--- src/uac_defs.svh ---
// What this block does
// - when ready to enumerate, weakly pull D+ high to announce full speed 12 Mbit/s.
// - a setting selects internal pull-up or external pull-up on a chosen pin; internal default.
// - self-powered: watch VBUS sense input and keep D+ pull-up off while VBUS absent.
// - the VBUS sense pin number is held in a configuration setting.
// - detach high puts both data lines in high impedance and removes the pull-up.
// - detach low restores the pull-up, then waits for the host to enumerate.
// - wake output is driven high only while detached, to ask the host to resume.
// - no in-band remote wakeup while detached; the wake output replaces it.
// - detach input and wake output pins are each chosen by their own setting.
// - reported maximum power comes from a configuration value, default 300 mA.
// - bus-powered: budget 100 mA until configured, then up to 500 mA.
// - accept host suspend; bus-powered suspend turns radio off, budget 2.5 mA.
// - external loads such as LEDs or amplifiers can be switched off for suspend.
// - with a USB 2.0 host both ends settle on full speed, 12 Mbit/s.
`ifndef UAC_DEFS_SVH
`define UAC_DEFS_SVH
`define UAC_ADDR_W        12
`define UAC_GPIO_N        16
`define UAC_PIN_W         4
`define UAC_OFF_CTRL      12'h000
`define UAC_OFF_PINSEL    12'h004
`define UAC_OFF_MAXPWR    12'h008
`define UAC_OFF_STATUS    12'h00c
`define UAC_OFF_WAKE      12'h010
`define UAC_CTRL_RST      8'h00
`define UAC_CTRL_READY    0
`define UAC_CTRL_SELFPWR  1
`define UAC_CTRL_EXTPU    2
`define UAC_CTRL_LOADS    3
`define UAC_CTRL_DETEN    4
`define UAC_CTRL_WAKEEN   5
`define UAC_PINSEL_RST    32'h03020100
`define UAC_PS_PULLUP     0
`define UAC_PS_VBUS       8
`define UAC_PS_DETACH     16
`define UAC_PS_WAKE       24
`define UAC_MAXPWR_RST    16'h012c
`define UAC_ST_WAKEPEND   5
`define UAC_FS_RATE_MBPS  12
`endif

--- src/uac_pkg.sv ---
package uac_pkg;
  // current budget the circuit must keep within
  typedef enum logic [1:0]
  {
    UAC_PWR_UNCONF = 2'b00,
    UAC_PWR_CONF   = 2'b01,
    UAC_PWR_SUSP   = 2'b10
  } uac_pwr_t;
endpackage

--- src/uac_top.sv ---
// The address map and the APB slave port were left to the implementer.
`timescale 1ns/1ps
`include "uac_defs.svh"
module uac_top
(
  input  wire logic                   CORE_CLK,
  input  wire logic                   RST,
  input  wire logic                   PSEL,
  input  wire logic                   PENABLE,
  input  wire logic                   PWRITE,
  input  wire logic [`UAC_ADDR_W-1:0] PADDR,
  input  wire logic [31:0]            PWDATA,
  output logic      [31:0]            PRDATA,
  output logic                        PREADY,
  output logic                        PSLVERR,
  input  wire logic [`UAC_GPIO_N-1:0] GPIO_IN,
  output logic      [`UAC_GPIO_N-1:0] GPIO_OUT,
  output logic      [`UAC_GPIO_N-1:0] GPIO_OE,
  input  wire logic                   USB_DPLUS_LINE_I,
  output logic                        USB_DPLUS_LINE_O,
  output logic                        USB_DPLUS_LINE_OE,
  input  wire logic                   USB_DMINUS_LINE_I,
  output logic                        USB_DMINUS_LINE_O,
  output logic                        USB_DMINUS_LINE_OE,
  output logic                        INT_PULLUP_EN,
  input  wire logic                   ENG_TX_EN,
  input  wire logic                   ENG_TX_DP,
  input  wire logic                   ENG_TX_DM,
  output logic                        ENG_RX_DP,
  output logic                        ENG_RX_DM,
  input  wire logic                   ENG_SUSPEND,
  input  wire logic                   ENG_CONFIGURED,
  input  wire logic                   ENG_RESUME_REQ,
  output logic                        ENG_INBAND_WAKE_OK,
  output logic                        ENG_ATTACHED,
  output logic                        FULL_SPEED,
  output logic      [15:0]            MAX_POWER_MA,
  output logic      [1:0]             CURRENT_BUDGET,
  output logic                        RADIO_EN,
  output logic                        EXT_LOAD_EN
);

  // configuration and state
  logic [7:0]             ctrl_r;
  logic [31:0]            pinsel_r;
  logic [15:0]            maxpwr_r;
  logic                   wake_sw_r;
  logic                   wake_pend_r;
  logic [`UAC_GPIO_N-1:0] gpio_meta_r;
  logic [`UAC_GPIO_N-1:0] gpio_sync_r;
  logic                   vbus_r;
  logic                   detach_r;
  logic                   pullup_r;
  logic                   dline_oe_r;
  logic                   dp_o_r;
  logic                   dm_o_r;
  logic                   rx_dp_r;
  logic                   rx_dm_r;
  logic                   wake_out_r;
  logic                   radio_r;
  logic                   loads_r;
  logic                   fs_r;
  logic [31:0]            prdata_r;
  logic                   pslverr_r;
  uac_pkg::uac_pwr_t      pwr_r;
  uac_pkg::uac_pwr_t      pwr_nxt;

  // decoded fields
  logic [`UAC_PIN_W-1:0]  pu_pin;
  logic [`UAC_PIN_W-1:0]  vbus_pin;
  logic [`UAC_PIN_W-1:0]  det_pin;
  logic [`UAC_PIN_W-1:0]  wake_pin;
  logic                   self_pwr;
  logic                   ext_pu;
  logic                   pullup_nxt;
  logic                   detach_now;
  logic                   vbus_now;
  logic                   setup;
  logic                   wr_acc;
  logic                   mapped;
  logic                   wake_clr;
  logic [31:0]            status_word;
  logic [31:0]            rd_word;

  assign pu_pin   = pinsel_r[`UAC_PS_PULLUP +: `UAC_PIN_W];
  assign vbus_pin = pinsel_r[`UAC_PS_VBUS +: `UAC_PIN_W];
  assign det_pin  = pinsel_r[`UAC_PS_DETACH +: `UAC_PIN_W];
  assign wake_pin = pinsel_r[`UAC_PS_WAKE +: `UAC_PIN_W];
  assign self_pwr = ctrl_r[`UAC_CTRL_SELFPWR];
  assign ext_pu   = ctrl_r[`UAC_CTRL_EXTPU];

  // apb phases; slave always answers in the first access cycle
  assign setup  = PSEL & ~PENABLE;
  assign wr_acc = PSEL & PENABLE & PWRITE;
  assign PREADY = 1'b1;

  // software settings: control, pin selection, descriptor power, wake request;
  // the wake request level only has an effect while detached
  always_ff @(posedge CORE_CLK)
  begin
    if (RST)
    begin
      ctrl_r    <= `UAC_CTRL_RST;
      pinsel_r  <= `UAC_PINSEL_RST;
      maxpwr_r  <= `UAC_MAXPWR_RST;
      wake_sw_r <= 1'b0;
    end
    else if (wr_acc)
    begin
      case (PADDR)
        `UAC_OFF_CTRL:   ctrl_r    <= {2'h0, PWDATA[5:0]};
        `UAC_OFF_PINSEL: pinsel_r  <= PWDATA & 32'h0f0f0f0f;
        `UAC_OFF_MAXPWR: maxpwr_r  <= PWDATA[15:0];
        `UAC_OFF_WAKE:   wake_sw_r <= PWDATA[0];
        default:         ;
      endcase
    end
  end

  // engine resume requests during detach are kept until cleared;
  // a new request in the clearing cycle wins so it is never lost
  assign wake_clr = wr_acc && PADDR == `UAC_OFF_STATUS && PWDATA[`UAC_ST_WAKEPEND];

  always_ff @(posedge CORE_CLK)
  begin
    if (RST)
      wake_pend_r <= 1'b0;
    else if (ENG_RESUME_REQ && detach_r)
      wake_pend_r <= 1'b1;
    else if (wake_clr || !detach_r)
      wake_pend_r <= 1'b0;
  end

  // read data captured in setup so it comes straight from a flop
  assign status_word = {22'h0, pwr_r, 2'h0, wake_out_r, ENG_CONFIGURED,
                        (pwr_r == uac_pkg::UAC_PWR_SUSP), pullup_r, detach_r, vbus_r};

  always_comb
  begin
    rd_word = 32'h0;
    mapped  = 1'b1;
    case (PADDR)
      `UAC_OFF_CTRL:   rd_word = {24'h0, ctrl_r};
      `UAC_OFF_PINSEL: rd_word = pinsel_r;
      `UAC_OFF_MAXPWR: rd_word = {16'h0, maxpwr_r};
      `UAC_OFF_STATUS: rd_word = status_word | {26'h0, wake_pend_r, 5'h0};
      `UAC_OFF_WAKE:   rd_word = {31'h0, wake_sw_r};
      default:
      begin
        rd_word = 32'h0;
        mapped  = 1'b0;
      end
    endcase
  end

  always_ff @(posedge CORE_CLK)
  begin
    if (RST)
      prdata_r <= 32'h0;
    else if (setup)
      prdata_r <= PWRITE ? 32'h0 : rd_word;
  end

  // unmapped addresses answer with an error and read zero
  always_ff @(posedge CORE_CLK)
  begin
    if (RST)
      pslverr_r <= 1'b0;
    else if (setup)
      pslverr_r <= ~mapped;
  end

  assign PRDATA  = prdata_r;
  assign PSLVERR = pslverr_r & PSEL & PENABLE;

  // detach only counts when its pin is enabled; vbus only in self-powered mode
  assign detach_now = ctrl_r[`UAC_CTRL_DETEN] & gpio_sync_r[det_pin];
  assign vbus_now   = ~self_pwr | gpio_sync_r[vbus_pin];

  // two-flop synchroniser on every pin; selection only reads the second stage
  always_ff @(posedge CORE_CLK)
  begin
    if (RST)
    begin
      gpio_meta_r <= '0;
      gpio_sync_r <= '0;
      detach_r    <= 1'b0;
      vbus_r      <= 1'b0;
    end
    else
    begin
      gpio_meta_r <= GPIO_IN;
      gpio_sync_r <= gpio_meta_r;
      detach_r    <= detach_now;
      vbus_r      <= vbus_now;
    end
  end

  // pull-up only when ready, attached and, if self-powered, vbus present;
  // dropping detach brings it straight back and the host re-enumerates
  assign pullup_nxt = ctrl_r[`UAC_CTRL_READY] & ~detach_r & vbus_r;

  always_ff @(posedge CORE_CLK)
  begin
    if (RST)
      pullup_r <= 1'b0;
    else
      pullup_r <= pullup_nxt;
  end

  // internal current source used unless the external source is chosen
  assign INT_PULLUP_EN = pullup_r & ~ext_pu;
  assign ENG_ATTACHED  = pullup_r;

  // data lines follow the engine but float while detached; the enable uses the
  // next pull-up state so a line is never driven after the pull-up has gone
  always_ff @(posedge CORE_CLK)
  begin
    if (RST)
    begin
      dline_oe_r <= 1'b0;
      dp_o_r     <= 1'b0;
      dm_o_r     <= 1'b0;
      rx_dp_r    <= 1'b0;
      rx_dm_r    <= 1'b0;
    end
    else
    begin
      dline_oe_r <= ENG_TX_EN & pullup_nxt;
      dp_o_r     <= ENG_TX_DP;
      dm_o_r     <= ENG_TX_DM;
      rx_dp_r    <= detach_r ? 1'b1 : USB_DPLUS_LINE_I;
      rx_dm_r    <= detach_r ? 1'b0 : USB_DMINUS_LINE_I;
    end
  end

  assign USB_DPLUS_LINE_O   = dp_o_r;
  assign USB_DPLUS_LINE_OE  = dline_oe_r;
  assign USB_DMINUS_LINE_O  = dm_o_r;
  assign USB_DMINUS_LINE_OE = dline_oe_r;
  assign ENG_RX_DP          = rx_dp_r;
  assign ENG_RX_DM          = rx_dm_r;

  // in-band remote wakeup is not allowed over a disconnected cable
  assign ENG_INBAND_WAKE_OK = ~detach_r & pullup_r;

  // out-of-band wake, active high and only during detach
  always_ff @(posedge CORE_CLK)
  begin
    if (RST)
      wake_out_r <= 1'b0;
    else
      wake_out_r <= detach_now & detach_r & (wake_sw_r | wake_pend_r);
  end

  // pin drivers: wake pin driven when enabled, external pull-up pin
  // floats when off so the resistor no longer sources D+
  genvar gi;
  generate
    for (gi = 0; gi < `UAC_GPIO_N; gi = gi + 1)
    begin : g_pin
      logic is_wake;
      logic is_pu;
      assign is_wake = ctrl_r[`UAC_CTRL_WAKEEN] && wake_pin == gi[`UAC_PIN_W-1:0];
      assign is_pu   = ext_pu && pu_pin == gi[`UAC_PIN_W-1:0] && !is_wake;
      always_ff @(posedge CORE_CLK)
      begin
        if (RST)
        begin
          GPIO_OUT[gi] <= 1'b0;
          GPIO_OE[gi]  <= 1'b0;
        end
        else if (is_wake)
        begin
          GPIO_OUT[gi] <= wake_out_r;
          GPIO_OE[gi]  <= 1'b1;
        end
        else if (is_pu)
        begin
          GPIO_OUT[gi] <= 1'b1;
          GPIO_OE[gi]  <= pullup_r;
        end
        else
        begin
          GPIO_OUT[gi] <= 1'b0;
          GPIO_OE[gi]  <= 1'b0;
        end
      end
    end
  endgenerate

  // power budget: losing the pull-up is an unplug and restarts at 100 mA
  always_comb
  begin
    pwr_nxt = pwr_r;
    if (!pullup_r)
      pwr_nxt = uac_pkg::UAC_PWR_UNCONF;
    else
    begin
      case (pwr_r)
        uac_pkg::UAC_PWR_UNCONF:
        begin
          if (ENG_SUSPEND)
            pwr_nxt = uac_pkg::UAC_PWR_SUSP;
          else if (ENG_CONFIGURED)
            pwr_nxt = uac_pkg::UAC_PWR_CONF;
        end
        uac_pkg::UAC_PWR_CONF:
        begin
          if (ENG_SUSPEND)
            pwr_nxt = uac_pkg::UAC_PWR_SUSP;
          else if (!ENG_CONFIGURED)
            pwr_nxt = uac_pkg::UAC_PWR_UNCONF;
        end
        uac_pkg::UAC_PWR_SUSP:
        begin
          if (!ENG_SUSPEND)
            pwr_nxt = ENG_CONFIGURED ? uac_pkg::UAC_PWR_CONF : uac_pkg::UAC_PWR_UNCONF;
        end
        default:
          pwr_nxt = uac_pkg::UAC_PWR_UNCONF;
      endcase
    end
  end

  always_ff @(posedge CORE_CLK)
  begin
    if (RST)
      pwr_r <= uac_pkg::UAC_PWR_UNCONF;
    else
      pwr_r <= pwr_nxt;
  end

  assign CURRENT_BUDGET = pwr_r;

  // radio off in bus-powered suspend; self-powered may keep running
  always_ff @(posedge CORE_CLK)
  begin
    if (RST)
      radio_r <= 1'b0;
    else
      radio_r <= self_pwr | (pwr_nxt != uac_pkg::UAC_PWR_SUSP);
  end

  // external loads follow software but always drop in suspend
  always_ff @(posedge CORE_CLK)
  begin
    if (RST)
      loads_r <= 1'b0;
    else
      loads_r <= ctrl_r[`UAC_CTRL_LOADS] & (pwr_nxt != uac_pkg::UAC_PWR_SUSP);
  end

  assign RADIO_EN     = radio_r;
  assign EXT_LOAD_EN  = loads_r;
  assign MAX_POWER_MA = maxpwr_r;

  // port is full speed only; high speed chirp never attempted
  always_ff @(posedge CORE_CLK)
  begin
    if (RST)
      fs_r <= 1'b0;
    else
      fs_r <= (`UAC_FS_RATE_MBPS == 12);
  end

  assign FULL_SPEED = fs_r;

endmodule

--- config.mk ---
export PLATFORM = sky130hd
export DESIGN_NAME = uac_top
export DESIGN_NICKNAME = d
export VERILOG_FILES = /design/src/uac_pkg.sv /design/src/uac_top.sv
export VERILOG_INCLUDE_DIRS = /design/src
export SDC_FILE = /design/constraint.sdc
export NUM_CORES = 1
export LEC_CHECK = 0
export ABC_CLOCK_PERIOD_IN_PS = 2600
export BUFFER_PORTS_ARGS = -buffer_cell sky130_fd_sc_hd__clkbuf_2
export CAP_MARGIN = 25
export CELL_PAD_IN_SITES_DETAIL_PLACEMENT = 0
export CELL_PAD_IN_SITES_GLOBAL_PLACEMENT = 1
export CORE_MARGIN = 2
export CORE_UTILIZATION = 38
export DETAILED_ROUTE_END_ITERATION = 8
export PLACE_DENSITY = 0.82
export SYNTH_ARGS = -nofsm -noshare
export SYNTH_HDL_FRONTEND = slang
export SYNTH_SLANG_ARGS = --single-unit
--- constraint.sdc ---
create_clock -name CORE_CLK -period 2.6 [get_ports CORE_CLK]
set_input_delay 0 -clock CORE_CLK [delete_from_list [all_inputs] [get_ports CORE_CLK]]
set_output_delay 0 -clock CORE_CLK [all_outputs]
set_load 0.005 [all_outputs]
==> results.sh <==
export IMPL_cp_top_family="buffers and inverters"
export IMPL_cp_start_kind="primary input"
export IMPL_cts_buffers=17
export IMPL_path_class="primary input to register"
export IMPL_place_ws_ps=575.1
export IMPL_fin_tns_setup_ps=0
export IMPL_grt_pass1_wl_um=26670
export IMPL_utilization=0.5220
export IMPL_hold_class="primary input to register"
export IMPL_routed_wirelength_um=16840
export IMPL_area_growth_pct=33.52
export IMPL_ant_nets=0
export IMPL_r2r_slack_ps=870
export IMPL_syn_avg_cell_area_um2=9.340
export IMPL_drc_errors=0
export IMPL_min_from="RST"
export IMPL_drv_cap=0
export IMPL_initial_core_util=0.3910
export IMPL_crit_fanout=31
export IMPL_fin_skew_ps=7.586
export IMPL_ios=169
export IMPL_arrival_ps=2550
export IMPL_place_gp_congestion=0.9034
export IMPL_cts_resized=0
export IMPL_grt_usage=0.2114
export IMPL_cp_common_cell="dlygate4sd3_1"
export IMPL_insertedDiodeCount=0
export IMPL_cp_cell_sequence="dlygate4sd3_1 -> clkbuf_2 -> and3_1 -> nand4b_1 -> buf_4 -> o21ai_0 -> a21oi_1 -> dlygate4sd3_1"
export IMPL_cp_slowest_cell="and3_1"
export IMPL_drtIter0Drc=461
export IMPL_port_buffers=151
export IMPL_ys_seq_elements=143
export IMPL_cp_depth=8
export IMPL_r2r_end="GPIO_OUT[14]$_SDFF_PP0_"
export IMPL_drive_gt1_frac=0.2628
export IMPL_worstMarginPinSlew_ps=782.6
export IMPL_setup_ws_ps=361.6
export IMPL_grt_pass1_vias=5127
export IMPL_hold_viol_final=0
export IMPL_reg2reg_depth=4
export IMPL_rr_startpoint="pinsel_r[25]$_SDFFE_PP1P_"
export IMPL_rsz0062_at_grt="false"
export IMPL_wl_per_cell_um=17.06
export IMPL_yosysSeqAreaShare=0.5000
export IMPL_yosysWarnings=0
export IMPL_n_fill_cell=1395
export IMPL_htree_num_levels=4
export IMPL_cts_tree="done"
export IMPL_endpoint_kind="register"
export IMPL_crit_end="wake_pend_r$_SDFFE_PP0P_"
export IMPL_clock_latency_ps=420
export IMPL_leakagePower_nw=3.063
export IMPL_async_flop_share=0
export IMPL_fmax_mhz=446.7
export IMPL_grt_overflow_total=0
export IMPL_slew_headroom=0.4763
export IMPL_postSynthCellCount=613
export IMPL_ys_types=47
export IMPL_die_y_um=126.8
export IMPL_max_stage_delay_ps=610
export IMPL_fin_nets=863
export IMPL_design_core_area_um2=14640
export IMPL_crit_buf_inv=4
export IMPL_viasPerCell=5.377
export IMPL_clock_sinks=143
export IMPL_cp_required_ps=2910
export IMPL_grt_max_degree=102
export IMPL_drv_slew=0
export IMPL_rows=44
export IMPL_clk_pin_slew_ps=60
export IMPL_dr_pass1_iters=4
export IMPL_ys_flop_type="dfxtp_1"
export IMPL_die_x_um=126.8
export IMPL_vdd_ir_drop_max_v=0.0005076
export IMPL_outcome="complete, no violations"
export IMPL_ctsRootBufferMaster="clkbuf_16"
export IMPL_finalSetupViolCount=0
export IMPL_period_needed_ps=2238
export IMPL_num_vias=5307
export IMPL_period_share=0.8609
export IMPL_dieArea_um2=16070
export IMPL_syn_area_um2=5725
export IMPL_antenna_found_initial=0
export IMPL_dp_hpwl_um=11540
export IMPL_cp_startpoint="PSEL"
export IMPL_p_per_area_nw_per_um2=624.1
export IMPL_clock_path_buffers=2
export IMPL_synth_edf_count=0
==> what timing repair did <==
action / 4_1_cts / 5_1_grt
setup buffers: 0 / 0
hold buffers: 53 / 0
hold endpoints to repair: 66 / 0
==> cell families after synthesis <==
logic type,after synthesis,share of synthesized area
AO/OA/AOI/OAI,151,0.1628
buffers and inverters,68,0.05397
AND/OR/NAND/NOR,221,0.2188
flip-flops,143,0.5000
multiplexers,28,0.06315
other,2,0.001312
==> routing by layer <==
metal,global-route usage,up-vias,wire length [µm]
met3,0.04808,41,1165
met5,0,-,0
li1,-,2555,-
met2,0.3548,231,8150
met1,0.2637,2480,7036
met4,0.08662,0,486
==> flip-flops by register name (all words and copies together), names as in the netlist, 2 cells and up <==
name and count:
ctrl_r 6, pinsel_r 16, CURRENT_BUDGET 2, GPIO_OE 16, GPIO_OUT 16, PRDATA 24, gpio_meta_r 16, gpio_sync_r 16
MAX_POWER_MA 16
==> placed cells by master (no fill, tap or decap), types with 5 or more instances in the layout <==
cell,instances
clkbuf_2,150
dfxtp_1,143
nor2b_1,53
dlygate4sd3_1,53
a21oi_1,52
o21ai_0,41
nand4_1,35
nor2_1,31
nand3_1,30
nand2_1,27
mux2i_1,17
clkbuf_16,17
a32o_1,14
o22ai_1,13
buf_4,11
conb_1,9
or3_1,8
a22oi_1,8
o211ai_1,8
and2_1,7
and3_1,6
nand2b_1,6
mux4_2,6
mux2_2,5
clkinv_4,5
==> Yosys cell counts (7+ instances only) <==
cell / instances / area (µm²)
o211ai_1: 8 / 60.06
a32o_1: 14 / 140.1
nand3_1: 30 / 150.1
o21ai_0: 41 / 205.2
dfxtp_1: 143 / 2863
nand4_1: 35 / 219.0
a21oi_1: 52 / 260.3
nor2_1: 32 / 120.1
buf_4: 10 / 75.07
clkbuf_1: 50 / 187.7
nor2b_1: 53 / 331.6
mux2i_1: 17 / 170.2
a22oi_1: 8 / 60.06
and2_1: 7 / 43.79
nand2_1: 27 / 101.4
or3_1: 8 / 50.05
o22ai_1: 13 / 81.33
==> cell type report <==
cell class | instances | area [µm²] | share of cell area
clock buffers | 18 | 429.2 | 0.05614
well taps | 184 | 230.2 | 0.03011
flip-flops and latches | 143 | 2863 | 0.3745
repair buffers | 215 | 1391 | 0.1820
clock inverters | 14 | 127.6 | 0.01669
multi-input cells | 409 | 2589 | 0.3386
inverters | 4 | 15.01 | 0.001964
==> worst register-to-register path, cell delays in order, from the launching register on <==
cell	delay, ps
dfxtp_1	540
nor2b_1	360
nand2_1	250
or3_1	390
a21oi_1	120
==> worst min-delay path by stage <==
stage	cells past startpoint	endpoint
finish	3	MAX_POWER_MA[14]$_SDFFE_PP0P_
global placement	2	USB_DMINUS_LINE_OE$_SDFF_PP0_
global route	3	ctrl_r[0]$_SDFFE_PP0P_
CTS	2	FULL_SPEED$_DFF_P_
floorplan	2	ENG_RX_DP$_SDFF_PP0_
detailed placement	2	USB_DMINUS_LINE_OE$_SDFF_PP0_
==> power by group <==
group          leakage [nW]  total (W)  internal, W  switching (W)
Combinational          1.63   0.000272     0.000135       0.000138
Sequential             1.16    0.00223      0.00222      0.0000100
Clock                 0.268    0.00227      0.00126        0.00101
Total                  3.06    0.00477      0.00361        0.00116
==> through the flow <==
step                hold slack, ps  total power [W]  cell area [µm²]  std cells
global route                0.1498         0.004948             7645        987
global placement             203.1         0.002477             6530        901
detailed placement           205.9         0.002481             6530        901
finish                      0.8569         0.004771             7645        987
CTS                          28.66         0.004811             7617        986
floorplan                    115.8         0.002395             5752        620
Note: power is estimated with default switching activity, not from simulation.
